$ cat src/inc/srctl_map.svh
// timing and geometry constants for the async sram controller
`ifndef SRCTL_MAP_SVH
`define SRCTL_MAP_SVH

`define SRCTL_ADDR_W        11
`define SRCTL_DATA_W        8
`define SRCTL_CLK_PS        4000
// figures in ps
`define SRCTL_ADDR_TO_VALID_PS       20000
`define SRCTL_OUTEN_TO_VALID_PS      10000
`define SRCTL_SELECT_TO_VALID_PS     20000
`define SRCTL_OUTPUT_HOLD_ADDR_PS    5000
`define SRCTL_WRITE_PULSE_PS         15000
`define SRCTL_DATA_SETUP_END_PS      10000
`define SRCTL_ADDR_SETUP_END_PS      15000
`define SRCTL_DATA_HOLD_END_PS       0
`define SRCTL_ADDR_HOLD_END_PS       0
// least times round up; the read is captured on the edge that ends the wait, with no extra cycle
`define SRCTL_CYC_UP(ps)    (((ps) + `SRCTL_CLK_PS - 1) / `SRCTL_CLK_PS)
`define SRCTL_RD_CYC        `SRCTL_CYC_UP(`SRCTL_SELECT_TO_VALID_PS)
`define SRCTL_WR_CYC        `SRCTL_CYC_UP(`SRCTL_WRITE_PULSE_PS)
`define SRCTL_CNT_W         4

`endif

$ cat src/inc/srctl_pkg.sv
// types for the async sram controller
package srctl_pkg;
  typedef enum logic [1:0] {
    SRCTL_IDLE,
    SRCTL_READ,
    SRCTL_WRITE,
    SRCTL_RECOVER
  } srctl_state_t;
endpackage
$ cat src/hw/srctl_host.sv
// host-side controller that sequences reads and writes of a 2k x 8 async sram
`timescale 1ns/1ps
`include "srctl_map.svh"

module srctl_host (
  input  wire logic                       clk,            // 250 MHz clock
  input  wire logic                       sys_rst,        // sync reset, active high
  input  wire logic                       req_valid,      // request present
  output logic                            req_ready,      // request taken this cycle
  input  wire logic                       req_write,      // 1 write, 0 read
  input  wire logic [`SRCTL_ADDR_W-1:0]   req_addr,       // word address
  input  wire logic [`SRCTL_DATA_W-1:0]   req_wdata,      // write data
  output logic                            rsp_valid,      // read data pulse
  output logic [`SRCTL_DATA_W-1:0]        rsp_rdata,      // read data
  output logic                            busy,           // cycle in progress
  output logic [`SRCTL_ADDR_W-1:0]        address_pins,   // to sram address
  output logic                            chip_en_n,      // to sram chip enable
  output logic                            out_en_n,       // to sram output enable
  output logic                            write_en_n,     // to sram write enable
  input  wire logic [`SRCTL_DATA_W-1:0]   shared_data_pins,   // level seen on sram data pins
  output logic [`SRCTL_DATA_W-1:0]        shared_data_drv,    // value driven onto data pins
  output logic                            shared_data_drv_en  // high while we drive pins
);

  // ----------------------------------------
  // request decode
  // ----------------------------------------
  srctl_pkg::srctl_state_t                state_q, state_d;
  logic [`SRCTL_CNT_W-1:0]                cnt_q, cnt_d;
  logic                                   take;      // request accepted at this edge
  logic                                   cnt_last;  // last cycle of a timed phase
  logic                                   rd_done;   // access time used up
  logic                                   wr_done;   // write pulse long enough

  // ready is combinational so a waiting request goes on the first idle edge
  assign req_ready = (state_q == srctl_pkg::SRCTL_IDLE);
  assign take      = req_valid && req_ready;
  assign cnt_last  = (cnt_q == `SRCTL_CNT_W'(1));
  // both timed phases end on the cycle the counter reaches one
  assign rd_done   = (state_q == srctl_pkg::SRCTL_READ) && cnt_last;
  assign wr_done   = (state_q == srctl_pkg::SRCTL_WRITE) && cnt_last;

  // ----------------------------------------
  // sequencer
  // ----------------------------------------
  // counts are least times rounded up to whole cycles
  always_comb begin
    state_d = state_q;
    cnt_d   = cnt_q;
    unique case (state_q)
      srctl_pkg::SRCTL_IDLE: begin
        if (take) begin
          if (req_write) begin
            cnt_d   = `SRCTL_CNT_W'(`SRCTL_WR_CYC);
            state_d = srctl_pkg::SRCTL_WRITE;
          end else begin
            cnt_d   = `SRCTL_CNT_W'(`SRCTL_RD_CYC);
            state_d = srctl_pkg::SRCTL_READ;
          end
        end
      end

      srctl_pkg::SRCTL_READ: begin
        cnt_d = cnt_q - `SRCTL_CNT_W'(1);
        if (cnt_last) begin
          state_d = srctl_pkg::SRCTL_RECOVER;
        end
      end

      srctl_pkg::SRCTL_WRITE: begin
        cnt_d = cnt_q - `SRCTL_CNT_W'(1);
        if (cnt_last) begin
          state_d = srctl_pkg::SRCTL_RECOVER;
        end
      end

      srctl_pkg::SRCTL_RECOVER: begin
        // one idle cycle: release data after the write end, no bus fight
        state_d = srctl_pkg::SRCTL_IDLE;
      end
    endcase
  end

  always_ff @(posedge clk) begin
    if (sys_rst) begin
      state_q <= srctl_pkg::SRCTL_IDLE;
      cnt_q   <= '0;
    end else begin
      state_q <= state_d;
      cnt_q   <= cnt_d;
    end
  end

  // ----------------------------------------
  // sram pins
  // ----------------------------------------
  logic [`SRCTL_ADDR_W-1:0]               addr_q, addr_d;
  logic [`SRCTL_DATA_W-1:0]               wdata_q, wdata_d;
  logic                                   ce_n_q, ce_n_d;
  logic                                   oe_n_q, oe_n_d;
  logic                                   we_n_q, we_n_d;
  logic                                   drv_q, drv_d;

  // pins change only on a take, at a phase end or in recover
  always_comb begin
    addr_d  = addr_q;
    wdata_d = wdata_q;
    ce_n_d  = ce_n_q;
    oe_n_d  = oe_n_q;
    we_n_d  = we_n_q;
    drv_d   = drv_q;
    if (take) begin
      // address and enables launch on the same edge: valid by the fall
      addr_d  = req_addr;
      wdata_d = req_wdata;
      ce_n_d  = 1'b0;
      if (req_write) begin
        we_n_d = 1'b0;
        oe_n_d = 1'b1;
        drv_d  = 1'b1;
      end else begin
        we_n_d = 1'b1;
        oe_n_d = 1'b0;
      end
    end

    if (rd_done) begin
      ce_n_d = 1'b1;
      oe_n_d = 1'b1;
    end

    if (wr_done) begin
      // both rise together; data and address stay one more cycle
      we_n_d = 1'b1;
      ce_n_d = 1'b1;
    end

    if (state_q == srctl_pkg::SRCTL_RECOVER) begin
      drv_d = 1'b0;
    end
  end

  // controls leave reset deasserted so the sram stays deselected
  always_ff @(posedge clk) begin
    if (sys_rst) begin
      addr_q  <= '0;
      wdata_q <= '0;
      ce_n_q  <= 1'b1;
      oe_n_q  <= 1'b1;
      we_n_q  <= 1'b1;
      drv_q   <= 1'b0;
    end else begin
      addr_q  <= addr_d;
      wdata_q <= wdata_d;
      ce_n_q  <= ce_n_d;
      oe_n_q  <= oe_n_d;
      we_n_q  <= we_n_d;
      drv_q   <= drv_d;
    end
  end

  // ----------------------------------------
  // read capture
  // ----------------------------------------
  logic [`SRCTL_DATA_W-1:0]               rdata_q, rdata_d;
  logic                                   rvld_q, rvld_d;

  always_comb begin
    rdata_d = rdata_q;
    rvld_d  = 1'b0;
    if (rd_done) begin
      // sampled only after the full access time from both edges
      rdata_d = shared_data_pins;
      rvld_d  = 1'b1;
    end
  end

  // rdata holds until the next read; rvld is a one-cycle pulse
  always_ff @(posedge clk) begin
    if (sys_rst) begin
      rdata_q <= '0;
      rvld_q  <= 1'b0;
    end else begin
      rdata_q <= rdata_d;
      rvld_q  <= rvld_d;
    end
  end

  // ----------------------------------------
  // outputs
  // ----------------------------------------
  // request side
  assign busy               = (state_q != srctl_pkg::SRCTL_IDLE);
  assign rsp_valid          = rvld_q;
  assign rsp_rdata          = rdata_q;

  // sram side: every pin straight from a flop, so no glitch reaches it
  assign address_pins       = addr_q;
  assign chip_en_n          = ce_n_q;
  assign out_en_n           = oe_n_q;
  assign write_en_n         = we_n_q;
  assign shared_data_drv    = wdata_q;
  assign shared_data_drv_en = drv_q;

endmodule // srctl_host

$ cat config.mk
export PLATFORM = sky130hd
export DESIGN_NAME = srctl_host
export DESIGN_NICKNAME = d
export VERILOG_FILES = /design/src/inc/srctl_pkg.sv /design/src/hw/srctl_host.sv
export VERILOG_INCLUDE_DIRS = /design/src /design/src/inc
export SDC_FILE = /design/constraint.sdc
export NUM_CORES = 1
export LEC_CHECK = 0
export BUFFER_PORTS_ARGS = -buffer_cell sky130_fd_sc_hd__buf_2
export CAP_MARGIN = 20
export CORE_UTILIZATION = 46
export CTS_CLUSTER_DIAMETER = 150
export CTS_CLUSTER_SIZE = 40
export DETAILED_ROUTE_END_ITERATION = 10
export PLACE_DENSITY = 0.77
export SLEW_MARGIN = 25
export SYNTH_ARGS = -nofsm -noshare
export SYNTH_HDL_FRONTEND = slang
export SYNTH_SLANG_ARGS = --single-unit
$ cat constraint.sdc
create_clock -name clk -period 1.9 [get_ports clk]
set_clock_uncertainty 0.15 [all_clocks]
set_input_delay 0.38 -clock clk [delete_from_list [all_inputs] [get_ports clk]]
set_output_delay 0.38 -clock clk [all_outputs]
set_load 0.005 [all_outputs]
==> summary.txt, run 1 <==
Synth
  • Post-synth top flop: dfxtp_1
  • Number of synthesized flops with an enable pin: 0
  • Syn nets: roughly 210
  • FFs w/ async S/R, synth: 0%
  • Unique masters post-synth: 35
  • Ys Warns: 0
  • Synth top area cells: dfxtp_1 50%, nand2_1 11%, a21oi_1 6.9%
  • Synth Cell Area: ~1500 sq um
  • Sequential fraction of the synthesis area: approximately half
  • Most frequent cell after synthesis: nand2_1
  • Top cell type's share of synthesized area: 49.7%
  • Synth area leader: dfxtp_1
  • Syn Inst Count: 170
  • Synthesis-stage register bit count: 38
  • Post-synth top cells: 46 x nand2_1, 38 x dfxtp_1, 21 x a21oi_1
  • Avg Cell Area, Syn: about 9.0 sq um

Timing
  • Hold Fails Final Rpt: 0
  • Slew Limit Fails: 0
  • WHS: 97.3 ps
  • Period minus WS final: 1790 ps
  • Slew HR: about three quarters
  • RSZ-0062 raised after global routing: false
  • Setup violators final: 0
  • Post-route clock period utilization: 94.0%
  • FMAX: around 0.56 GHz
  • Post-Route Setup TNS: 0 ps
  • Worst Tran Pin Value: about 360 ps
  • Worst Slack Setup Final: roughly 110 ps

Clock network
  • Root buffer cell: clkbuf_4
  • Post-CTS Setup Inserts: 0
  • Clock Tree Buf Depth: 2
  • Clock slew at reported path FFs: about 110 ps
  • CTS tree: yes
  • CTS Hold Buffers Added: 0
  • H-tree depth: 2
  • Clk sinks: 38
  • Num CTS Buffers: 5
  • Clk Latency, worst-skew pair: approximately 340 ps

Drt
  • Post-DR wirelength/cell: 11.7 microns
  • Router iterations before antenna repair: 4
  • Number of remaining DRC errors: 0
  • DR iter-0 viols: 55
  • DRT Wirelength: 3.29 mm
  • ANT nets after route: 0
  • Vias: about 1.4k
  • Vias per inst: roughly 4.9

Die
  • Die W: a little under 60 microns
  • Starting Density: between 40 and 50%
  • Standard-cell row count: 20
  • Core Region: 3100 sq um
  • Die area: 3560 sq um
  • I/O pin count: 65
  • Die Ht: ~60 microns

Worst setup path
  • Critical Path Fanout Max: 10
  • Critical Path Sink Type: output pin
  • RR Endpoint: cnt_q[3]$_SDFFE_PP0P_
  • Worst R2R Start: state_q[0]$_SDFFE_PP0P_
  • Worst Setup Path Type: flip-flop to output pin
  • Critical Path Source: state_q[0]$_SDFFE_PP0P_
  • R2R depth: 6
  • CP Capture Point: busy
  • Critical Path RT: 1370 ps
  • WP data arrival: 1260 ps
  • R2r setup slk: 180 ps
  • Startpoint Class: flip-flop

Power and ir drop
  • Leakage power: slightly above 0.9 nW
  • Pwr dens: 1400 nW/um^2
  • Peak supply drop: a little over 1 mV
  • Total power draw: between 2 and 3 mW

Job
  • Max Cap Viol: 0

Global routing
  • Global route overflow: 0
  • Initial antenna violation count: 0
  • Via count of the first global-routing pass: ~1.2k
  • Largest net degree at the start of global routing: 22
  • First-pass GRT wire length: a little under 5 mm
  • GRT Total Usage: roughly a fifth

Layout
  • Layout cells sized above 1: 35.0%
  • Syn-to-layout area delta: 28.1%
  • Post-layout nets: ~270
  • Final Cell Area: 1960 sq um
  • Inserted Diodes: 0

Placement
  • HPWL Detailed: around 2.4 mm
  • Buffers on Ports: 64
  • Area after DPL: between 1500 and 2000 sq um
  • Post-place setup slack: between 150 and 200 ps
  • Routability congestion estimate: slightly below 0.9

Worst hold path
  • HP Class: input pin to flip-flop

Status
  • Run status: finished, final reports clean
==> power breakdown <==
group,switching [mW],internal (mW),total [mW]
Clock,0.248,0.279,0.527
Combinational,0.638,0.513,1.15
Sequential,0.114,0.959,1.07
Total,1.00,1.75,2.75
==> layout by cell type (no fill, tap or decap), types with 2 or more instances in the layout <==
cell type   n
o21ai_0     2
nor3_1      2
a21oi_1    21
clkbuf_4    5
ha_1        5
a22o_1      8
a221oi_1    2
nand2_1    46
mux2i_1     2
buf_2      64
buf_4       5
dfxtp_1    38
nor2_1      2
nand3b_1    3
clkbuf_1    2
inv_1       7
nand3_1     3
==> final cells by class <==
class                           count  area [sq um]
Fill cell                         276          1140
Sequential cell                    38           761
Multi-Input combinational cell    114           683
Timing Repair Buffer               69           358
Tap cell                           44          55.1
Clock buffer                        7          45.0
Clock inverter                      1          30.0
Inverter                            8          30.0
==> what timing repair did <==
item,in CTS,in global routing
endpoints found under the setup margin,0,2
resized for setup,0,1
hold endpoints to repair,0,0
==> sequential cells by signal (all words and copies together), names as in the netlist <==
register / flops
address_pins: 11
rsp_rdata: 8
shared_data_drv: 8
cnt_q: 4
state_q: 2
chip_en_n: 1
out_en_n: 1
rsp_valid: 1
shared_data_drv_en: 1
write_en_n: 1
==> kinds of logic after synthesis <==
group                    after synthesis  synth area share, %
AO/OA/AOI/OAI                         40                 18.1
adder cells (fa/ha/maj)                6                 4.90
buffers and inverters                 18                 5.88
flip-flops                            38                 49.7
multiplexers                           2                 1.31
AND/OR/NAND/NOR                       66                 20.1
==> worst max-delay path: stages (launching register included) <==
cell,delay [ps]
dfxtp_1,340
inv_1,110
ha_2,290
inv_1,50
buf_2,120
==> per-layer routing <==
metal | GRT usage (%) | share of wire, % | up-vias
met5 | 0 | 0 | -
met4 | 8.97 | 1.6 | 0
met3 | 5.63 | 5.9 | 6
met2 | 30.6 | 47 | 35
met1 | 22.7 | 46 | 624
li1 | - | - | 710
==> through the flow <==
stage	std cells	utilization, %
after floorplan	170	-
after global placement	273	60.7
after detailed placement	273	60.7
after CTS	281	63.1
after global routing	281	63.2
final	281	63.2
==> worst min-delay path by stage <==
stage,start,to,cells past startpoint
after global routing,shared_data_pins[2],rsp_rdata[2]$_SDFFE_PP0P_,2
after floorplan,chip_en_n$_SDFFE_PP1P_,chip_en_n$_SDFFE_PP1P_,2
after CTS,shared_data_pins[4],rsp_rdata[4]$_SDFFE_PP0P_,2
final,shared_data_pins[4],rsp_rdata[4]$_SDFFE_PP0P_,2
after detailed placement,address_pins[10]$_SDFFE_PP0P_,address_pins[10]$_SDFFE_PP0P_,2
after global placement,chip_en_n$_SDFFE_PP1P_,chip_en_n$_SDFFE_PP1P_,2
(Power assumes the default switching activity.)
==> run 2: changes to the inputs <==
--- a/config.mk
+++ b/config.mk
@@ -14,4 +14,5 @@
 export DETAILED_ROUTE_END_ITERATION = 10
 export PLACE_DENSITY = 0.77
+export RECOVER_POWER = 25
 export SLEW_MARGIN = 25
 export SYNTH_ARGS = -nofsm -noshare
==> constraint.sdc (replaced) <==
create_clock -name clk -period 1.9 [get_ports clk]
set_clock_uncertainty 0.15 [all_clocks]
set_input_delay 0.38 -clock clk [delete_from_list [all_inputs] [get_ports clk]]
set_output_delay 0.38 -clock clk [all_outputs]
set_load 0.01 [all_outputs]
==> run 2 against run 1 <==
  * Hold slack about the same
  * Design area decreased by 1.1%
  * Combinational power up 3%
  * Largest cell class unchanged
  * Largest power group unchanged
==> summary.txt, run 2 (synthesis gave the netlist of run 1 again) <==
Layout
  • Final std cells w/o fill: 281 (unchanged)
  • Commonest cells after routing, fill and taps aside: 46 x nand2_1, 46 x buf_2, 38 x dfxtp_1
  • Inserted Diodes: 0 (unchanged)
  • Post-layout nets: 273 (unchanged)
  • Final Cell Area: 1940 sq um (-1.1%)
  • Layout cells sized above 1: 27.4% (-7.6 points)
  • Syn-to-layout area delta: 26.6%
  • Number of flip-flops under the largest register name: 11 (unchanged)
  • Fill count: 283 (+2.5%)

Timing
  • RSZ-0062 raised after global routing: false
  • Period minus WS final: 1800 ps (+15.4 ps)
  • Worst Tran Pin Value: 359 ps (-2.91 ps)
  • Slew HR: 75.4% (+0.20 points)
  • Hold Fails Final Rpt: 0 (unchanged)
  • FMAX: 0.555 GHz (-0.86%)
  • Setup violators final: 0 (unchanged)
  • Slew Limit Fails: 0 (unchanged)
  • WHS: 96.9 ps (-0.409 ps)
  • Post-Route Setup TNS: 0 ps (unchanged)
  • Post-route clock period utilization: 94.8% (+0.81 points)

Worst setup path
  • R2R depth: 6 (unchanged)
  • WP data arrival: 1270 ps (about the same)
  • Crit path top cell by count: inv_1
  • Critical Path RT: 1370 ps (about the same)
  • Largest stage delay, worst path: 340 ps (about the same)
  • RR Endpoint: cnt_q[3]$_SDFFE_PP0P_
  • Worst Setup Path Type: flip-flop to output pin
  • Startpoint Class: flip-flop
  • Critical Path Slowest Stage Cell: dfxtp_1
  • Worst-path cell chain: inv_1 -> ha_2 -> inv_1 -> buf_2
  • Worst R2R Start: state_q[0]$_SDFFE_PP0P_
  • R2r setup slk: 180 ps (about the same)
  • Critical Path Sink Type: output pin
  • Critical Path Fanout Max: 10 (unchanged)

Clock network
  • Clock slew at reported path FFs: 110 ps (about the same)
  • CTS Hold Buffers Added: 0 (unchanged)
  • H-tree depth: 2 (unchanged)
  • Clk sinks: 38 (unchanged)
  • Root buffer cell: clkbuf_4
  • CTS tree: yes
  • Clock Tree Buf Depth: 2 (unchanged)
  • Num CTS Buffers: 5 (unchanged)
  • Post-cts gate resize count: 0 (unchanged)
  • Clk Latency, worst-skew pair: 340 ps (about the same)
  • Post-CTS Setup Inserts: 0 (unchanged)

Power and ir drop
  • Peak supply drop: 1.06 mV (+3.4%)
  • Pwr dens: 1440 nW/um^2 (+2.7%)
  • Leakage power: 0.856 nW (-7.8%)

Drt
  • ANT nets after route: 0 (unchanged)
  • Vias: 1377 (+0.15%)
  • Post-DR wirelength/cell: 11.9 microns (+1.3%)
  • DRT Wirelength: 3.34 mm (+1.3%)
  • DR iter-0 viols: 59 (+7.3%)
  • Vias per inst: 4.90 (+0.15%)
  • Router iterations before antenna repair: 4 (unchanged)
  • Number of remaining DRC errors: 0 (unchanged)

Die
  • Starting Density: 49.4% (unchanged)
  • Core Region: 3100 sq um (unchanged)
  • I/O pin count: 65 (unchanged)
  • Die Ht: 59.7 microns (unchanged)
  • Die W: 59.7 microns (unchanged)
  • Standard-cell row count: 20 (unchanged)
  • Die area: 3560 sq um (unchanged)

Worst hold path
  • Hold wc startpoint: shared_data_pins[4]
  • Hold Crit Depth: 2 (unchanged)
  • Hold EP: rsp_rdata[4]$_SDFFE_PP0P_
  • HP Class: input pin to flip-flop

Global routing
  • Via count of the first global-routing pass: 1151 (unchanged)
  • Grt peak-use layer: met2
  • GR Util met2: 30.6% (unchanged)
  • Largest net degree at the start of global routing: 22 (unchanged)
  • Initial antenna violation count: 0 (unchanged)
  • GR Util met1: 22.7% (unchanged)
  • Global-route met3 utilization: 5.63% (unchanged)
  • GRT Total Usage: 18.9% (unchanged)
  • First-pass GRT wire length: 4.93 mm (unchanged)
  • Global route overflow: 0 (unchanged)

Placement
  • Buffers on Ports: 64 (unchanged)
  • Area after DPL: 1880 sq um (unchanged)
  • Routability congestion estimate: 0.866 (unchanged)
  • HPWL Detailed: 2.44 mm (unchanged)
  • DP Cell Count: 273 (unchanged)

Job
  • Max Cap Viol: 0 (unchanged)

Status
  • Run status: finished, final reports clean
-- run 2: worst max-delay path: cells and delay by family (launching register included) --
family / cells / cell delay, ps
flops: 1 / 340
fa+ha+maj: 1 / 290
buf+inv: 3 / 290
-- run 2: how the worst max path moves through the flow --
stage                                  from  slack, ps                     to  depth (start not counted)
global route        state_q[0]$_SDFFE_PP0P_         20                   busy                          4
global placement    state_q[0]$_SDFFE_PP0P_        250  cnt_q[3]$_SDFFE_PP0P_                          6
CTS                 state_q[0]$_SDFFE_PP0P_        0.3                   busy                          4
finish              state_q[0]$_SDFFE_PP0P_        100                   busy                          4
detailed placement  state_q[0]$_SDFFE_PP0P_        180  cnt_q[3]$_SDFFE_PP0P_                          6
floorplan           state_q[0]$_SDFFE_PP0P_        240  cnt_q[0]$_SDFFE_PP0P_                          6
-- run 2: report_power, final --
part | internal (mW) | switching [mW] | leakage (nW)
Sequential | 0.959 | 0.117 | 0.311
Clock | 0.279 | 0.248 | 0.0395
Combinational | 0.501 | 0.689 | 0.505
Total | 1.74 | 1.05 | 0.856
-- run 2: final cells by class --
class                   count  area [sq um]  share of cell area [%]
flip-flops and latches     38           761                    39.2
multi-input cells         114           683                    35.2
repair buffers             69           335                    17.3
well taps                  44          55.1                    2.84
clock buffers               7          45.0                    2.32
clock inverters             1          30.0                    1.55
inverters                   8          30.0                    1.55
-- run 2: through the flow --
stage	worst slack (ps)	power (mW)	util [%]
2_1_floorplan	235	1.98	-
3_3_place_gp	251	2.27	60.7
3_5_place_dp	182	2.29	60.7
4_1_cts	0.271	2.83	63.1
5_1_grt	19.3	3.00	62.5
6_report	98.9	2.79	62.5
-- run 2: layer usage --
metal	part of all wire [%]	wire, microns
met3	5.6	186
met2	47	1580
met5	0	0
met4	1.6	53
met1	46	1520
==> run 3: changes to the inputs <==
Settings changed: CORE_UTILIZATION 46 to 47, CTS_BUF_LIST set to sky130_fd_sc_hd__clkbuf_8, MAX_ROUTING_LAYER set to met4, PLACE_DENSITY 0.77 to 0.79, SLEW_MARGIN 25 to 40.
==> run 3 against run 2 <==
  * Design area grew 1.3%
  * Die area shrank 2.1%
  * Flip-flop and latch count is the same
  * Core utilization grew 1.3 points
  * Critical path depth grew 1
  * Clock power grew 7.8%
  * Critical endpoint is now cnt_q[0]$_SDFFE_PP0P_
==> summary.txt, run 3 (synthesis gave the netlist of run 1 again) <==
Status
  • Run status: finished, final reports clean

Clock network
  • Clk Latency, worst-skew pair: 290 ps (-50 ps)
  • Post-CTS Setup Inserts: 0 (unchanged)
  • CTS Hold Buffers Added: 0 (unchanged)
  • Num CTS Buffers: 5 (unchanged)
  • Clk sinks: 38 (unchanged)
  • Post-cts gate resize count: 0 (unchanged)
  • Root buffer cell: clkbuf_8
  • Clock Tree Buf Depth: 2 (unchanged)
  • H-tree depth: 2 (unchanged)
  • Clock slew at reported path FFs: 70 ps (-40 ps)
  • CTS tree: yes

Layout
  • Number of flip-flops under the largest register name: 11 (unchanged)
  • Register area: 761 sq um (unchanged)
  • Commonest cells after routing, fill and taps aside: 46 x nand2_1, 46 x buf_2, 38 x dfxtp_1
  • Inserted Diodes: 0 (unchanged)
  • Final Cell Area: 1960 sq um (+1.3%)
  • Multi-input gate area: 683 sq um (unchanged)
  • Layout cells sized above 1: 28.0% (+0.54 points)
  • Syn-to-layout area delta: 28.3%
  • Post-layout nets: 272 (-0.37%)
  • Fill count: 270 (-4.6%)

Die
  • Die W: 59.1 microns (-1.0%)
  • Starting Density: 49.8% (+0.40 points)
  • Die area: 3490 sq um (-2.1%)
  • Standard-cell row count: 20 (unchanged)
  • I/O pin count: 65 (unchanged)
  • Core Region: 3080 sq um (-0.81%)
  • Die Ht: 59.1 microns (-1.0%)

Placement
  • Buffers on Ports: 64 (unchanged)
  • HPWL Detailed: 2.38 mm (-2.7%)
  • Routability congestion estimate: 0.820 (-5.3%)
  • Area after DPL: 1890 sq um (+0.27%)

Worst setup path
  • Critical Path RT: 1940 ps (+570 ps)
  • WP data arrival: 1800 ps (+530 ps)
  • Worst Setup Path Type: flip-flop to flip-flop
  • Startpoint Class: flip-flop
  • Critical Path Fanout Max: 5 (-5)
  • Critical Path Sink Type: flip-flop

Drt
  • Vias: 1373 (-0.29%)
  • ANT nets after route: 0 (unchanged)
  • DR iter-0 viols: 82 (+39%)
  • DRT Wirelength: 3.25 mm (-2.7%)
  • Number of remaining DRC errors: 0 (unchanged)
  • Vias per inst: 4.90 (about the same)
  • Router iterations before antenna repair: 4 (unchanged)
  • Post-DR wirelength/cell: 11.6 microns (-2.3%)

Global routing
  • Global route overflow: 0 (unchanged)
  • First-pass GRT wire length: 4.95 mm (+0.43%)
  • Initial antenna violation count: 0 (unchanged)
  • GRT Total Usage: 19.6% (+0.79 points)
  • Largest net degree at the start of global routing: 22 (unchanged)
  • Via count of the first global-routing pass: 1150 (-0.087%)

Power and ir drop
  • Leakage power: 0.862 nW (+0.73%)
  • Total power draw: 2.86 mW (+2.3%)
  • Peak supply drop: 1.11 mV (+3.9%)
  • Pwr dens: 1460 nW/um^2 (+1.0%)

Timing
  • WHS: 144 ps (+47.4 ps)
  • FMAX: 0.568 GHz (+2.3%)
  • Worst Tran Pin Value: 332 ps (-26.7 ps)
  • Slew HR: 77.2% (+1.8 points)
  • Period minus WS final: 1760 ps (-40.9 ps)
  • Slew Limit Fails: 0 (unchanged)
  • Setup violators final: 0 (unchanged)
  • Hold Fails Final Rpt: 0 (unchanged)
  • Post-route clock period utilization: 92.6% (-2.2 points)

Worst hold path
  • HP Class: input pin to flip-flop

Job
  • Max Cap Viol: 0 (unchanged)
==> run 3: changes by cell type in the layout (fill, tap and decap cells not counted) <==
cell,delta
buf_12,+1
clkbuf_4,-5
bufinv_16,-1
clkbuf_8,+6
clkinv_2,+1
clkinvlp_4,+1
clkbuf_1,-2
buf_4,-2
==> run 3: critical path, stage by stage, from the launching register on <==
cell and delay (ps):
dfxtp_1 360, inv_1 100, ha_2 370, inv_2 60, or4_1 510, o311ai_1 120
==> run 3: through the flow <==
stage          setup TNS, ps  utilization, %  worst slack [ps]  instances
2_1_floorplan              0               -               235        170
3_3_place_gp               0            61.4               218        272
3_5_place_dp               0            61.4               183        272
4_1_cts                    0            64.5              64.8        280
5_1_grt                -1.06            63.8             -1.06        280
6_report                   0            63.8               140        280
==> run 3: layout make-up <==
type                       instances  area share [%]
sequential                        38            38.7
clock inverter                     2           0.637
inverter                           8            1.53
timing repair buffer              68            17.3
multi-input combinational        114            34.8
clock buffer                       6            4.20
tap                               44            2.80
==> run 3: report_power, final <==
group	internal, mW	total [mW]	switching (mW)
Clock	0.291	0.568	0.276
Combinational	0.520	1.21	0.692
Sequential	0.960	1.08	0.119
Total	1.77	2.86	1.09
==> run 3: per-layer routing <==
metal | vias up | track usage [%] | routed length [microns]
met5 | - | - | 0
met4 | 0 | 8.84 | 36
met3 | 4 | 6.11 | 152
met2 | 34 | 30.7 | 1570
met1 | 628 | 23.2 | 1480
li1 | 707 | - | -
==> run 3: path summary, 6_finish.rpt <==
check | from | to | slack (ps) | depth (start not counted)
setup / recovery | state_q[0]$_SDFFE_PP0P_ | cnt_q[0]$_SDFFE_PP0P_ | 140 | 5
hold / removal | shared_data_pins[0] | rsp_rdata[0]$_SDFFE_PP0P_ | 140 | 2
setup reg to reg | state_q[0]$_SDFFE_PP0P_ | cnt_q[0]$_SDFFE_PP0P_ | 140 | 5
hold reg to reg | shared_data_drv[1]$_SDFFE_PP0P_ | shared_data_drv[1]$_SDFFE_PP0P_ | 300 | 2
